`src/verilog/fzdc_pkg.sv`:
```
// Constants, register map and reset values of the fan zone duty controller.
// Assumes a 50 MHz APB clock and 8-bit temperature readings in whole degrees C.
package fzdc_pkg;
    localparam int         CLK_HZ          = 50_000_000;
    localparam int         TICK_PERIOD_MS  = 1000;
    localparam int         TICK_CYCLES     = CLK_HZ / 1000 * TICK_PERIOD_MS;
    localparam int         NUM_ZONES       = 3;
    localparam int         NUM_FANS        = 5;
    // Byte offsets on the register bus.
    localparam logic [7:0] OFS_CTRL        = 8'h00;
    localparam logic [7:0] OFS_STATUS      = 8'h04;
    localparam logic [7:0] OFS_ZONE_BASE   = 8'h08;
    localparam logic [7:0] OFS_ZONE_END    = 8'h1C;
    // Field positions.
    localparam int         POS_FLOOR       = 0;
    localparam int         POS_CEIL        = 8;
    localparam int         POS_FORCE       = 16;
    localparam int         POS_UP_TEMP     = 0;
    localparam int         POS_DOWN_TEMP   = 8;
    localparam int         POS_HYST        = 16;
    localparam int         POS_UP_IVL      = 0;
    localparam int         POS_UP_STEP     = 8;
    localparam int         POS_DOWN_IVL    = 16;
    localparam int         POS_DOWN_STEP   = 24;
    localparam int         POS_ST_FORCED   = 24;
    localparam int         POS_ST_FAIL     = 25;
    localparam int         POS_ST_UPDATE   = 26;
    // Reset values and full duty, duty in percent and temperatures in degrees C.
    localparam logic [6:0] RST_FLOOR       = 7'h0F;
    localparam logic [6:0] RST_CEIL        = 7'h5F;
    localparam logic [6:0] DUTY_FULL       = 7'h64;
    localparam logic [7:0] RST_IVL         = 8'h01;
    localparam logic [7:0] RST_STEP        = 8'h01;
    localparam logic [7:0] RST_HYST        = 8'h00;
    localparam logic [7:0] RST_UP_TEMP   [NUM_ZONES] = '{8'h50, 8'h46, 8'h3C};
    localparam logic [7:0] RST_DOWN_TEMP [NUM_ZONES] = '{8'h41, 8'h3C, 8'h32};
endpackage : fzdc_pkg

```
`src/verilog/fzdc_zone.sv`:
```
// One cooling zone: closed-loop duty ramp driven by the one-second tick.
// Assumes tick is a single-cycle pulse and config fields are stable levels.
`timescale 1ns/1ns
module fzdc_zone
    import fzdc_pkg::*;
(
    // Clock, reset and tick.
    input  wire logic       clk,
    input  wire logic       rst_n,
    input  wire logic       tick,
    // Zone reading.
    input  wire logic [7:0] temp,
    input  wire logic       temp_valid,
    // Settings.
    input  wire logic [7:0] up_temp,
    input  wire logic [7:0] down_temp,
    input  wire logic [7:0] hyst,
    input  wire logic [7:0] up_ivl,
    input  wire logic [7:0] up_step,
    input  wire logic [7:0] down_ivl,
    input  wire logic [7:0] down_step,
    input  wire logic [6:0] floor_duty,
    input  wire logic [6:0] ceil_duty,
    // Result.
    output logic      [6:0] duty
);
    logic [7:0] sec_cnt;
    logic [7:0] next_sec_cnt;
    logic [6:0] next_duty;
    wire        hot     = temp_valid && (temp >= up_temp);
    wire        cold    = temp_valid && (({1'b0, temp} + {1'b0, hyst}) < {1'b0, down_temp});
    wire  [7:0] ivl     = hot ? up_ivl : down_ivl;
    wire  [7:0] ivl_eff = (ivl == 8'h00) ? 8'h01 : ivl;
    wire        due     = tick && ((sec_cnt + 8'h01) >= ivl_eff);
    wire  [8:0] up_sum  = {2'b00, duty} + {1'b0, up_step};
    wire  [8:0] dn_diff = {2'b00, duty} - {1'b0, down_step};
    wire  [6:0] raised  = (up_sum > {2'b00, ceil_duty}) ? ceil_duty : up_sum[6:0];
    wire  [6:0] lowered = (dn_diff[8] || (dn_diff < {2'b00, floor_duty}))
                          ? floor_duty : dn_diff[6:0];

    always_comb
    begin
        next_sec_cnt = sec_cnt;
        next_duty    = duty;
        if (!(hot || cold))
        begin
            next_sec_cnt = 8'h00;
        end
        else if (due)
        begin
            next_sec_cnt = 8'h00;
            next_duty    = hot ? raised : lowered;
        end
        else if (tick)
        begin
            next_sec_cnt = sec_cnt + 8'h01;
        end
        // Settings may move under a running duty, so it is pulled back into range.
        if (next_duty > ceil_duty)
        begin
            next_duty = ceil_duty;
        end
        if (next_duty < floor_duty)
        begin
            next_duty = floor_duty;
        end
    end

    always_ff @(posedge clk or negedge rst_n)
    begin
        if (!rst_n)
        begin
            sec_cnt <= 8'h00;
            duty    <= RST_FLOOR;
        end
        else
        begin
            sec_cnt <= next_sec_cnt;
            duty    <= next_duty;
        end
    end
endmodule : fzdc_zone

```
`src/verilog/fzdc_top.sv`:
```
// Fan zone duty controller: APB registers, sensor sampling, three zones, fan drive.
// Assumes sensor and failure pins are asynchronous and readings are degrees C.
`timescale 1ns/1ns
module fzdc_top
    import fzdc_pkg::*;
#(
    parameter int TICK_CYCLES_P = TICK_CYCLES
)
(
    // Clock and reset.
    input  wire logic        pclk,
    input  wire logic        presetn,
    // APB slave.
    input  wire logic        psel,
    input  wire logic        penable,
    input  wire logic        pwrite,
    input  wire logic [7:0]  paddr,
    input  wire logic [31:0] pwdata,
    output logic      [31:0] prdata,
    output logic             pready,
    output logic             pslverr,
    // Temperature sensors.
    input  wire logic [7:0]  processor_a_temp,
    input  wire logic        processor_a_valid,
    input  wire logic [7:0]  processor_b_temp,
    input  wire logic        processor_b_valid,
    input  wire logic [7:0]  graphics_temp_sensor,
    input  wire logic        graphics_temp_valid,
    input  wire logic [7:0]  storage_temp_sensor,
    input  wire logic        storage_temp_valid,
    input  wire logic [7:0]  ambient_temp_sensor,
    input  wire logic        ambient_temp_valid,
    // Fault and update indications.
    input  wire logic [4:0]  fan_fail,
    input  wire logic        fw_update,
    // Fan duty drive in percent.
    output logic      [6:0]  cpu_zone_fan_a,
    output logic      [6:0]  cpu_zone_fan_b,
    output logic      [6:0]  expansion_zone_fan_a,
    output logic      [6:0]  expansion_zone_fan_b,
    output logic      [6:0]  supply_storage_zone_fan
);

    ////////////////////////////////////////////////////////////////////////
    // Input synchronisers.

    localparam int SYNC_W = 5 * 9 + NUM_FANS + 1;

    logic [SYNC_W-1:0] sync_meta;
    logic [SYNC_W-1:0] sync_q;

    wire [SYNC_W-1:0] sync_raw =
        {fw_update, fan_fail,
         ambient_temp_valid, ambient_temp_sensor,
         storage_temp_valid, storage_temp_sensor,
         graphics_temp_valid, graphics_temp_sensor,
         processor_b_valid, processor_b_temp,
         processor_a_valid, processor_a_temp};

    // Readings are slow-moving levels; a torn byte settles within one cycle.
    always_ff @(posedge pclk or negedge presetn)
    begin
        if (!presetn)
        begin
            sync_meta <= '0;
            sync_q    <= '0;
        end
        else
        begin
            sync_meta <= sync_raw;
            sync_q    <= sync_meta;
        end
    end

    wire [4:0] fail_s  = sync_q[49:45];
    wire       upd_s   = sync_q[50];

    ////////////////////////////////////////////////////////////////////////
    // Reading qualification.

    // The bits of a reading cross one by one, so a changing byte can show a
    // torn value for a cycle. A reading is taken only once two samples agree,
    // which delays every temperature change by two more cycles.
    localparam int NUM_SENSORS = 5;

    logic [8:0] rd_prev [NUM_SENSORS];
    logic [8:0] rd_held [NUM_SENSORS];
    wire  [8:0] rd_sync [NUM_SENSORS];

    assign rd_sync[0] = sync_q[8:0];
    assign rd_sync[1] = sync_q[17:9];
    assign rd_sync[2] = sync_q[26:18];
    assign rd_sync[3] = sync_q[35:27];
    assign rd_sync[4] = sync_q[44:36];

    genvar gs;
    generate
        for (gs = 0; gs < NUM_SENSORS; gs++)
        begin : g_sensor
            // Valid is also seen twice but needs no steady byte, so it can rise a cycle ahead of a torn byte.
            wire       steady = (rd_sync[gs] == rd_prev[gs]);
            wire       keep_v = rd_sync[gs][8] && rd_prev[gs][8];
            wire [7:0] keep_t = steady ? rd_sync[gs][7:0] : rd_held[gs][7:0];

            always_ff @(posedge pclk or negedge presetn)
            begin
                if (!presetn)
                begin
                    rd_prev[gs] <= 9'h000;
                    rd_held[gs] <= 9'h000;
                end
                else
                begin
                    rd_prev[gs] <= rd_sync[gs];
                    rd_held[gs] <= {keep_v, keep_t};
                end
            end
        end
    endgenerate

    wire [7:0] pa_t    = rd_held[0][7:0];
    wire       pa_v    = rd_held[0][8];
    wire [7:0] pb_t    = rd_held[1][7:0];
    wire       pb_v    = rd_held[1][8];
    wire [7:0] gr_t    = rd_held[2][7:0];
    wire       gr_v    = rd_held[2][8];
    wire [7:0] st_t    = rd_held[3][7:0];
    wire       st_v    = rd_held[3][8];
    wire [7:0] am_t    = rd_held[4][7:0];
    wire       am_v    = rd_held[4][8];

    ////////////////////////////////////////////////////////////////////////
    // Zone readings.

    wire       pa_use  = pa_v && (!pb_v || (pa_t >= pb_t));
    wire       gr_use  = gr_v && (!st_v || (gr_t >= st_t));

    wire [7:0] z_temp [NUM_ZONES];
    wire       z_valid[NUM_ZONES];

    assign z_temp[0]  = pa_use ? pa_t : pb_t;
    assign z_valid[0] = pa_v || pb_v;
    assign z_temp[1]  = gr_use ? gr_t : st_t;
    assign z_valid[1] = gr_v || st_v;
    assign z_temp[2]  = am_t;
    assign z_valid[2] = am_v;

    ////////////////////////////////////////////////////////////////////////
    // One-second tick.

    logic [31:0] tick_cnt;
    logic        tick;

    wire tick_wrap = (tick_cnt == 32'(TICK_CYCLES_P - 1));

    always_ff @(posedge pclk or negedge presetn)
    begin
        if (!presetn)
        begin
            tick_cnt <= 32'h0000_0000;
            tick     <= 1'b0;
        end
        else
        begin
            tick_cnt <= tick_wrap ? 32'h0000_0000 : tick_cnt + 32'h0000_0001;
            tick     <= tick_wrap;
        end
    end

    ////////////////////////////////////////////////////////////////////////
    // Register file.

    logic [6:0]  floor_duty;
    logic [6:0]  ceil_duty;
    logic        sw_force;
    logic [31:0] zone_a [NUM_ZONES];
    logic [31:0] zone_b [NUM_ZONES];
    logic [6:0]  duty   [NUM_ZONES];
    logic        forced;

    wire        setup    = psel && !penable;
    wire        wr_done  = psel && penable && pready && pwrite;
    wire        is_ctrl  = (paddr == OFS_CTRL);
    wire        is_stat  = (paddr == OFS_STATUS);
    wire        is_zone  = (paddr >= OFS_ZONE_BASE) && (paddr <= OFS_ZONE_END)
                           && (paddr[1:0] == 2'b00);
    wire [7:0]  zone_off = paddr - OFS_ZONE_BASE;
    wire [1:0]  zone_idx = zone_off[4:3];
    wire        zone_hi  = zone_off[2];
    wire        mapped   = is_ctrl || is_stat || is_zone;
    wire        bad_wr   = pwrite && is_stat;

    wire [31:0] ctrl_word =
        (32'(floor_duty) << POS_FLOOR) |
        (32'(ceil_duty) << POS_CEIL) |
        (32'(sw_force) << POS_FORCE);

    wire [31:0] stat_word =
        32'(duty[0]) |
        (32'(duty[1]) << 8) |
        (32'(duty[2]) << 16) |
        (32'(forced) << POS_ST_FORCED) |
        (32'(|fail_s) << POS_ST_FAIL) |
        (32'(upd_s) << POS_ST_UPDATE);

    wire [31:0] zone_word = zone_hi ? zone_b[zone_idx] : zone_a[zone_idx];

    wire [31:0] rd_word = is_ctrl ? ctrl_word :
                          is_stat ? stat_word :
                          is_zone ? zone_word : 32'h0000_0000;

    // No wait states: the answer is registered in the setup cycle.
    always_ff @(posedge pclk or negedge presetn)
    begin
        if (!presetn)
        begin
            pready  <= 1'b0;
            pslverr <= 1'b0;
            prdata  <= 32'h0000_0000;
        end
        else
        begin
            pready  <= setup;
            pslverr <= setup && (!mapped || bad_wr);
            prdata  <= (setup && !pwrite) ? rd_word : 32'h0000_0000;
        end
    end

    always_ff @(posedge pclk or negedge presetn)
    begin
        if (!presetn)
        begin
            floor_duty <= RST_FLOOR;
            ceil_duty  <= RST_CEIL;
            sw_force   <= 1'b0;
        end
        else if (wr_done && is_ctrl)
        begin
            floor_duty <= pwdata[POS_FLOOR +: 7];
            ceil_duty  <= pwdata[POS_CEIL +: 7];
            sw_force   <= pwdata[POS_FORCE];
        end
    end

    ////////////////////////////////////////////////////////////////////////
    // Zones.

    genvar gz;
    generate
        for (gz = 0; gz < NUM_ZONES; gz++)
        begin : g_zone
            always_ff @(posedge pclk or negedge presetn)
            begin
                if (!presetn)
                begin
                    zone_a[gz] <= {8'h00, RST_HYST, RST_DOWN_TEMP[gz],
                                   RST_UP_TEMP[gz]};
                    zone_b[gz] <= {RST_STEP, RST_IVL, RST_STEP, RST_IVL};
                end
                else if (wr_done && is_zone && (zone_idx == 2'(gz)))
                begin
                    if (zone_hi)
                    begin
                        zone_b[gz] <= pwdata;
                    end
                    else
                    begin
                        zone_a[gz] <= {8'h00, pwdata[23:0]};
                    end
                end
            end

            fzdc_zone u_zone
            (
                .clk        (pclk),
                .rst_n      (presetn),
                .tick       (tick),
                .temp       (z_temp[gz]),
                .temp_valid (z_valid[gz]),
                .up_temp    (zone_a[gz][POS_UP_TEMP +: 8]),
                .down_temp  (zone_a[gz][POS_DOWN_TEMP +: 8]),
                .hyst       (zone_a[gz][POS_HYST +: 8]),
                .up_ivl     (zone_b[gz][POS_UP_IVL +: 8]),
                .up_step    (zone_b[gz][POS_UP_STEP +: 8]),
                .down_ivl   (zone_b[gz][POS_DOWN_IVL +: 8]),
                .down_step  (zone_b[gz][POS_DOWN_STEP +: 8]),
                .floor_duty (floor_duty),
                .ceil_duty  (ceil_duty),
                .duty       (duty[gz])
            );
        end
    endgenerate

    ////////////////////////////////////////////////////////////////////////
    // Fan drive.

    // The zones keep ramping while forced so the loop resumes smoothly after.
    wire next_forced = (|fail_s) || upd_s || sw_force;
    wire [6:0] z1_out = next_forced ? DUTY_FULL : duty[0];
    wire [6:0] z2_out = next_forced ? DUTY_FULL : duty[1];
    wire [6:0] z3_out = next_forced ? DUTY_FULL : duty[2];

    always_ff @(posedge pclk or negedge presetn)
    begin
        if (!presetn)
        begin
            forced <= 1'b0;
        end
        else
        begin
            forced <= next_forced;
        end
    end

    always_ff @(posedge pclk or negedge presetn)
    begin
        if (!presetn)
        begin
            cpu_zone_fan_a          <= RST_FLOOR;
            cpu_zone_fan_b          <= RST_FLOOR;
            expansion_zone_fan_a    <= RST_FLOOR;
            expansion_zone_fan_b    <= RST_FLOOR;
            supply_storage_zone_fan <= RST_FLOOR;
        end
        else
        begin
            cpu_zone_fan_a          <= z1_out;
            cpu_zone_fan_b          <= z1_out;
            expansion_zone_fan_a    <= z2_out;
            expansion_zone_fan_b    <= z2_out;
            supply_storage_zone_fan <= z3_out;
        end
    end

endmodule : fzdc_top

```
`config.mk`:
```
export PLATFORM = sky130hd
export DESIGN_NAME = fzdc_top
export DESIGN_NICKNAME = d
export VERILOG_FILES = /design/src/verilog/fzdc_pkg.sv /design/src/verilog/fzdc_zone.sv /design/src/verilog/fzdc_top.sv
export SDC_FILE = /design/constraint.sdc
export NUM_CORES = 1
export LEC_CHECK = 0
export BUFFER_PORTS_ARGS = -buffer_cell sky130_fd_sc_hd__clkbuf_2
export CORE_AREA = 3 3 254 256
export CTS_BUF_LIST = sky130_fd_sc_hd__clkbuf_16
export CTS_CLUSTER_DIAMETER = 50
export DETAILED_ROUTE_END_ITERATION = 10
export DIE_AREA = 0 0 257 259
export PLACE_DENSITY_LB_ADDON = 0.08
export SETUP_SLACK_MARGIN = 0.5
export SLEW_MARGIN = 20
export SYNTH_ARGS = -nofsm -noshare
export SYNTH_HDL_FRONTEND = slang
export SYNTH_SLANG_ARGS = --single-unit
export TNS_END_PERCENT = 10
```
`constraint.sdc`:
```
create_clock -name pclk -period 9.2 [get_ports pclk]
set_clock_uncertainty 0.1 [all_clocks]
set_input_delay 1.38 -clock pclk [delete_from_list [all_inputs] [get_ports pclk]]
set_output_delay 1.38 -clock pclk [all_outputs]
set_load 0.01 [all_outputs]
```
* Word level (Yosys, flattened, before mapping)
Index checks and enable logic that the tools add are counted.
** Storage, ports and cells
- Memories :: 0
- Bits in registers :: 509
- RAM bits :: 0
- Output and inout bits :: 69
- Latch bits :: 0
- Memory bits (read-only) :: 0
- Word-level logic and storage cells :: 218
- Input port bits :: 96
** Cells by class
- Bitwise operators :: 9
- Equal/unequal tests :: 12
- Multiply operators :: 0
- Muxes and demuxes :: 53
- Magnitude comparators :: 26
- Shifts and indexed selects :: 0
- $add $sub $neg :: 14
- Div/mod/pow operators :: 0
- Reductions and logical operators :: 63
** Operators with widths (count)
- 32-bit 2-to-1 mux :: 10
- 7-bit 2-to-1 mux :: 24
- 8-bit 2-to-1 mux :: 17
- 32-bit binary-select mux with 2-bit select :: 2
- 8-bit >= comparator :: 8
- 9-bit equality test :: 5
- 32-bit by 1-bit adder with 32-bit output, second input constant :: 1
- 32-bit by 26-bit equality test with 1-bit output, second input constant :: 1
- 8-bit logical NOT :: 4
- 1-bit logical AND :: 30
- 7-bit by 15-bit OR with 15-bit output :: 2
- 7-bit by 8-bit adder with 9-bit output :: 3
- 8-bit by 8-bit adder with 9-bit output :: 3
- 9-bit by 7-bit > comparator with 1-bit output :: 3
- 9-bit by 7-bit < comparator with 1-bit output :: 3
- 9-bit by 8-bit < comparator with 1-bit output :: 3
- 26-bit by 27-bit OR with 27-bit output :: 1
- 7-bit by 8-bit subtractor with 9-bit output :: 3
- 25-bit by 26-bit OR with 26-bit output :: 1
- 23-bit by 25-bit OR with 25-bit output :: 1
- 8-bit by 1-bit adder with 8-bit output, second input constant :: 3
- 15-bit by 23-bit OR with 23-bit output :: 1
- 7-bit > comparator :: 3
- 7-bit < comparator :: 3
- other kinds (16) :: 42

* Logic depth before layout (Yosys ltp)
Gate-level depths: netlist (run 1).
- Depth after elaboration :: 17
- Depth in mapped cells :: 45

* Modules after synthesis
A second synthesis (run 1) with hierarchy kept.
** Unflattened totals
- Cell total of the unflattened synthesis :: 2492
- Area total of the unflattened synthesis :: 28688.8 µm²
** Modules (own cells, without submodules)
- fzdc_top :: cells each 1259, times used 1, area an instance 18505.2 µm²
- fzdc_zone (g_zone[0].u_zone ...) :: cells each 412, times used 2, area an instance 3357.0 µm²
- fzdc_zone (g_zone[2].u_zone) :: cells each 409, times used 1, area an instance 3469.6 µm²

* Worst setup path before layout (run 1)
OpenSTA, ideal clock, no wires.
- Path type :: flip-flop to flip-flop
- From :: register rd_held[9] (netlist bit)
- To :: register g_zone[1].u_zone.duty[4]
- Setup slack :: -21 ps
- Clock period less this slack :: 9221 ps
- Stages on the path, launching flop included :: 43
- Path buffers :: 2
- Arrival time :: 8996 ps
- Data required time :: 8975 ps
- Path through :: dfrtp_1 ha_1 nand2b_1 a21o_1 a21o_1 a21o_1 a21oi_1 nor2b_1 o21ai_0 a21oi_1 mux2_2 ha_1 a2111oi_0 o311ai_0 nand2_1 clkbuf_1 buf_2 mux2i_1 (+7 left out) nor2_1 nand2_1 a311oi_1 a21o_1 ha_1 a21o_1 a21o_1 a221oi_1 a41oi_1 a21oi_1 a22oi_1 ha_1 a21o_1 a211o_1 a211oi_1 a21o_1 a31oi_4 mux2_2
** Between the ends
- Cells in the longest elaborated chain, start to end :: 17
- Elaborated cells on any way between the ends :: 22
- Those cells by class :: add/sub: 1; order compare: 6; mux: 8; reduce/logical: 7
** Ends and longest elaborated chain
- start, declared :: line fzdc_top.sv:87 : logic [8:0] rd_held [NUM_SENSORS];
- start signal, assigned by index :: line fzdc_top.sv:115 : rd_held[gs] <= {keep_v, keep_t};
- 8-bit >= comparator :: line fzdc_top.sv:136 : wire gr_use = gr_v && (!st_v || (gr_t >= st_t));
- 1-bit logical OR :: line fzdc_top.sv:136
- 1-bit logical AND :: line fzdc_top.sv:136
- 8-bit 2-to-1 mux * :: line fzdc_top.sv:143 : assign z_temp[1] = gr_use ? gr_t : st_t;
- 8-bit >= comparator :: line fzdc_zone.sv:30 : wire hot = temp_valid && (temp >= up_temp);
- 1-bit logical AND :: line fzdc_zone.sv:30
- 8-bit 2-to-1 mux :: line fzdc_zone.sv:32 : wire [7:0] ivl = hot ? up_ivl : down_ivl;
- 8-bit logical NOT :: line fzdc_zone.sv:33 : wire [7:0] ivl_eff = (ivl == 8'h00) ? 8'h01 : ivl;
- (+2 left out)
- 1-bit logical AND :: line fzdc_zone.sv:34 : wire due = tick && ((sec_cnt + 8'h01) >= ivl_eff);
- 7-bit 2-to-1 mux :: line fzdc_zone.sv:49 : else if (due)
- 7-bit 2-to-1 mux * :: line fzdc_zone.sv:45 : if (!(hot || cold))
- 7-bit > comparator :: line fzdc_zone.sv:59 : if (next_duty > ceil_duty)
- 7-bit 2-to-1 mux * :: line fzdc_zone.sv:59
- 7-bit < comparator :: line fzdc_zone.sv:63 : if (next_duty < floor_duty)
- 7-bit 2-to-1 mux * :: line fzdc_zone.sv:63
- net g_zone[1].u_zone.next_duty[4] :: line fzdc_zone.sv:29 : logic [6:0] next_duty;
- end signal, assigned :: line fzdc_zone.sv:79 : duty <= next_duty;
- end, declared :: line fzdc_zone.sv:25 : output logic [6:0] duty
Mark *: on every way through the listed nets, which the timed path passes. The rest lies on a longest branch.
A chain may end at the register's enable or synchronous reset.

* Worst setup path after layout (run 1)
- From :: register rd_held, in the netlist gr_t[0]
- To :: register g_zone[1].u_zone.duty[6]
Same word-level chain as after synthesis.

==> results.yml, run 1 <==
status:
  status: "finished clean"
logic_synthesis:
  synth-seq-cells: 509
  synth-xor-area-share: 0.0395
  yosys_most_used_dff: "dfrtp_1"
  yosys.area_share.simple: 0.0854
  synth-warning-count: 0
  synth_mux_area_frac: 0.155
  synth_top_family_by_area: "multiplexers"
  syn_area_per_cell_um2: 11.4
  synth_compound_area_frac: 0.114
  yosys-top-cells-area: "dfrtp_1, mux2_2, ha_1"
  synth_fp_nets: 2800
  synth_fa_ha_area_frac: 0.114
  syn-instance-count: 2454
  syn_area_um2: 27900
  synthDominantCellAreaShare: 0.399
  yosysUniqueCellTypes: 79
  synth_top_cell_by_area: "dfrtp_1"
  synth-edff-count: 0
  async_flop_share: 1.00
  synth_seq_area_share: 0.459
clock_tree:
  cts.sinks: 509
  cts_hold_buffers: 0
  root_buffer: "clkbuf_16"
  clk_latency_ns: 0.61
  cts.clk_slew.worst_paths_ns: 0.06
  cts_tree: "yes"
  cts_buffers: 71
  h-tree-depth: 3
  ctsLongestPathBuffers: 3
worst_setup_path:
  crit_slowest_cell: "a311oi_1"
  cpMostUsedCell: "a21o_1"
  required_ns: 9.58
  cp_slowest_stage_delay_ns: 0.48
  cp_top_family: "compound AO/OA/AOI/OAI gates"
  crit_type: "flop to flop"
  startpoint_type: "flop"
  end_kind: "flop"
  cp_num_buf_inv: 5
  critical_path_arrival_ns: 8.93
  cp_max_fo: 7
layout:
  syn2layout_area_growth_pct: 18.7
  nNetsFinal: 3048
  instances_no_fill: 3603
  drive_gt1_frac: 0.298
  fillCellCount: 5542
  seqCellArea_um2: 12800
  post-route-util: 0.528
  multiInputGateArea_um2: 14800
  diodes: 0
run:
  maxCapViolations: 0
route:
  ant_nets: 0
  wirelength_mm: 85.5
  routedWlPerCell_um: 23.7
  drt_iter0_markers: 1574
  vias_per_cell: 5.65
  dr.pass1.iters: 6
  vias: 20400
  drc_errors: 0
floorplan:
  die_area_um2: 66600
  core-area_um2: 62700
  pin_count: 165
  rows: 92
  die_width_um: 257
  initial_core_util: 0.445
  dieHeight_um: 259
timing:
  drv_slew: 0
  rsz0062_at_grt: "yes"
  period_share: 0.929
  min_period_ns: 8.54
  max_freq_ghz: 0.117
  finalHoldViolations: 0
  setup_violations: 0
  tightest_slew_ns: 1.02
  relSlewSlack: 0.318
placement:
  port_buffers: 164
  gp_congestion: 0.919
  dpl.hpwl_mm: 64.4
  placedCellCount: 3435
grt:
  grt_pass1_wl_mm: 127
  antenna_found_initial: 0
  grt_pass1_vias: 20300
  grt-ovfl-total: 0
  grt_use_total: 0.254
  grt_max_degree: 169
power_and_ir_drop:
  p_leak_nw: 15.5
  power_w: 0.00631
  powerDensity_nw_per_um2: 190
  ir_drop_mv: 0.201
worst_hold_path:
  hold_class: "flop to flop"
## worst reg2reg max path: cells and delay by family (launching register included)
family | cells | cell delay [ns]
AOI/OAI and AO/OA | 20 | 4.11
adders and majority gates | 5 | 1.17
buffers and inverters | 5 | 0.74
DFF | 1 | 0.34
muxes | 3 | 0.95
and+or+nand+nor | 8 | 1.06
## power breakdown
| part | switching, W | total, W | internal (W) |
|---|---|---|---|
| combinational | 0.000661 | 0.00118 | 0.000521 |
| clock | 0.00107 | 0.00274 | 0.00167 |
| sequential | 0.0000730 | 0.00239 | 0.00231 |
## cells by family (layout without fill, tap and decap cells)
kind of cell,after synthesis,count (layout)
buffers and inverters,221,522
adders and majority gates,250,250
and+or+nand+nor,490,490
DFF,509,509
AOI/OAI and AO/OA,490,492
xor gates and xnor gates,126,126
muxes,368,368
## routing by layer
metal,share of wire,track usage,vias up
li1,-,-,9375
met1,0.44,0.336,10200
met2,0.47,0.412,618
met3,0.053,0.0453,155
met4,0.044,0.110,0
met5,0,0,-
## timing repair
action | 4_1_cts | 5_1_grt
pin swaps | 9 | 48
cloned | 0 | 2
endpoints found under the setup margin | 14 | 20
gates resized for setup | 39 | 69
buffers inserted | 13 | 24
## state kept, by name (all words and copies together), names as in the netlist, 9 cells and up
name and count:
zone_b 96, sync_q 51, rd_held 9, prdata 32, sync_meta 51, rd_prev 45, tick_cnt 32, g_zone.u_zone.duty 21
g_zone.u_zone.sec_cnt 24, zone_a 72
## cell type report
type,count,share of cell area
multi-input combinational,1726,0.446
sequential,509,0.387
clock buffer,72,0.0544
timing repair buffer,253,0.0475
tap,846,0.0319
clock inverter,56,0.0170
inverter,141,0.0160
## cell usage after synthesis, drive strengths merged, types with 23 or more instances
library cell / number
dfrtp: 445
mux2: 275
ha: 241
inv: 140
o21ai: 134
nand2: 133
a21oi: 126
nor2: 126
xnor2: 88
mux2i: 69
dfstp: 64
nand3: 50
a21o: 49
clkbuf: 44
xor2: 38
buf: 36
nor3: 30
nand2b: 26
a211oi: 25
nand4: 25
mux4: 24
o21a: 23
## metrics by stage
step / setup slack, ns / hold WS, ns / setup TNS [ns] / cell area (um2)
after floorplan: 0.483 / 0.231 / 0 / 27900
after global placement: -0.0362 / 0.232 / -0.176 / 29900
after detailed placement: -0.337 / 0.235 / -3.31 / 29900
after CTS: 0.461 / 0.236 / 0 / 32500
after global routing: 0.244 / 0.247 / 0 / 33100
final: 0.657 / 0.235 / 0 / 33100
## final timing paths
check / endpoint / cells past startpoint / slack, ns / startpoint
min reg2reg: sync_q[47] / 0 / 0.23 / sync_meta[47]
max: g_zone[1].u_zone.duty[6] / 41 / 0.66 / gr_t[0]
min in group asynchronous: supply_storage_zone_fan[5] / 1 / 0.64 / presetn
max reg2reg: g_zone[1].u_zone.duty[6] / 41 / 0.66 / gr_t[0]
min: sync_q[47] / 0 / 0.23 / sync_meta[47]
max in group asynchronous: zone_b[46] / 3 / 6.60 / presetn
## cells in the final DEF, fill, tap and decap left out, types with 64 or more instances in the layout
cell type,netlist,layout
buf_4,14,82
inv_1,140,149
dfstp_2,64,64
mux2_2,275,266
ha_1,241,231
clkbuf_2,0,162
xnor2_1,88,88
clkbuf_16,0,72
nand2_1,133,129
o21ai_0,130,123
nor2_1,126,123
a21oi_1,124,116
dfrtp_1,445,445
(Power assumes the default switching activity.)
==> inputs of run 2 (changes only) <==
- PLACE_DENSITY: not set -> 0.71
- PLACE_DENSITY_LB_ADDON: 0.08 -> not set
- REMOVE_ABC_BUFFERS: not set -> 1
==> results.yml, run 2 (same netlist as run 1, synthesis figures left out) <==
clock_tree:
  clk_latency_ns: 0.62
  h-tree-depth: 3
  cts_tree: "yes"
  root_buffer: "clkbuf_16"
  cts.sinks: 509
  cts.clk_slew.worst_paths_ns: 0.07
  ctsLongestPathBuffers: 3
  cts_hold_buffers: 0
  cts_buffers: 66
power_and_ir_drop:
  p_comb_frac: 0.190
  seqPwrFrac: 0.389
  powerDensity_nw_per_um2: 187
  ir_drop_mv: 0.140
  power_w: 0.00612
  clock_power_share: 0.420
  power.internal_w: 0.00430
  p_sw_w: 0.00182
  p_sw_frac: 0.297
  p_leak_nw: 15.3
timing:
  relSlewSlack: 0.313
  fin_ws_ns: 0.433
  setup_violations: 0
  finalHoldViolations: 0
  min_period_ns: 8.77
  drv_slew: 0
  period_share: 0.953
  rsz0062_at_grt: "yes"
  max_freq_ghz: 0.114
  tightest_slew_ns: 1.03
route:
  routedWlPerCell_um: 22.5
  dr.pass1.iters: 5
  drc_errors: 0
  wirelength_mm: 80.7
  ant_nets: 0
  drt_iter0_markers: 1465
  vias_per_cell: 5.74
  vias: 20600
worst_hold_path:
  whs_endpoint: "sync_q[34]"
  hold-path-cell-count: 0
  hold_class: "flop to flop"
  hold_path.startpoint: "sync_meta[34]"
layout:
  post-route-util: 0.522
  layout_common_cells: "dfrtp_1, mux2_2, ha_1, clkbuf_2, inv_1"
  nNetsFinal: 3036
  largest-register: "zone_b"
  drive_gt1_frac: 0.291
  instances_no_fill: 3590
  largestRegisters: "zone_b x96, zone_a x72"
  syn2layout_area_growth_pct: 17.3
  largest_register_ffs: 96
  final_common_cell: "dfrtp_1"
  fillCellCount: 5358
grt:
  grt_pass1_vias: 21500
  grt-ovfl-total: 0
  antenna_found_initial: 2
  grt_pass1_wl_mm: 125
  grt_use_total: 0.242
  grt_max_degree: 183
worst_setup_path:
  cp_max_fo: 10
  rrSetupSlack_ns: 0.43
  crit_slowest_cell: "dfrtp_1"
  critical_path_arrival_ns: 9.18
  ff2ff_path_depth: 43
  end_kind: "flop"
  crit_type: "flop to flop"
  startpoint_type: "flop"
  cpMostUsedCell: "a21o_1"
  reg2reg_from: "pa_t[0]"
  cp_slowest_stage_delay_ns: 0.38
  reg2reg_to: "g_zone[0].u_zone.duty[6]"
  required_ns: 9.61
placement:
  port_buffers: 164
  placedCellCount: 3450
  dp_slack_ns: -0.539
  gp_congestion: 0.948
  dpl.hpwl_mm: 60.2
run:
  maxCapViolations: 0
floorplan:
  rows: 92
  die_area_um2: 66600
  dieHeight_um: 259
  initial_core_util: 0.445
  pin_count: 165
  core-area_um2: 62700
  die_width_um: 257
status:
  status: "finished clean"
-- run 2: area by class of cell --
class	instances	area, um2	area share
diodes	1	2.50	0.0000764
clock inverters	55	561	0.0171
repair buffers	247	1490	0.0456
multi-input cells	1725	14600	0.447
well taps	846	1060	0.0323
flip-flops and latches	509	12800	0.391
clock buffers	66	1650	0.0504
inverters	141	529	0.0162
-- run 2: per-layer routing --
metal  global-route usage  share of wire  up-vias
met5                    0        0.00014        -
met4                0.129          0.058        2
met3               0.0434          0.059      224
met2                0.408           0.48      737
met1                0.296           0.40    10300
li1                     -              -     9338
-- run 2: power groups by stage --
stage               combinational (W)  clock (W)  sequential (W)
floorplan                    0.000708          0         0.00239
global placement              0.00102          0         0.00242
detailed placement            0.00105          0         0.00242
CTS                           0.00110    0.00262         0.00238
global route                  0.00127    0.00271         0.00239
finish                        0.00117    0.00257         0.00238
-- run 2: worst max-delay path: cells and delay by family (launching register included) --
kind	cells	cell delay, ns
AOI/OAI and AO/OA	24	3.86
DFF	1	0.38
buffers and inverters	3	0.43
muxes	4	1.37
adders and majority gates	5	1.40
and+or+nand+nor	6	0.99
xor gates and xnor gates	1	0.13
-- run 2: worst max-delay path by stage --
stage          cells past startpoint  slack [ns]       start                       end
6_report                          43        0.43     pa_t[0]  g_zone[0].u_zone.duty[6]
5_1_grt                           44        0.06     gr_t[0]  g_zone[1].u_zone.duty[5]
4_1_cts                           43        0.49  rd_held[9]  g_zone[1].u_zone.duty[6]
3_5_place_dp                      43       -0.54  rd_held[9]  g_zone[1].u_zone.duty[4]
3_3_place_gp                      44       -0.23     gr_t[0]  g_zone[1].u_zone.duty[4]
2_1_floorplan                     40        0.09  rd_held[9]  g_zone[1].u_zone.duty[4]
-- run 2: stage by stage --
stage	setup TNS (ns)	instance area [um2]	hold WS [ns]
after floorplan	0	27600	0.231
after global placement	-1.29	30000	0.232
after detailed placement	-5.36	30000	0.235
after CTS	0	32500	0.248
after global routing	0	32700	0.254
final	0	32700	0.247
-- run 2: timing repair --
item / CTS / global route
gates cloned: 1 / 0
buffers inserted: 9 / 8
resized for setup: 38 / 44
pin swaps: 14 / 36
setup endpoints to repair: 14 / 21
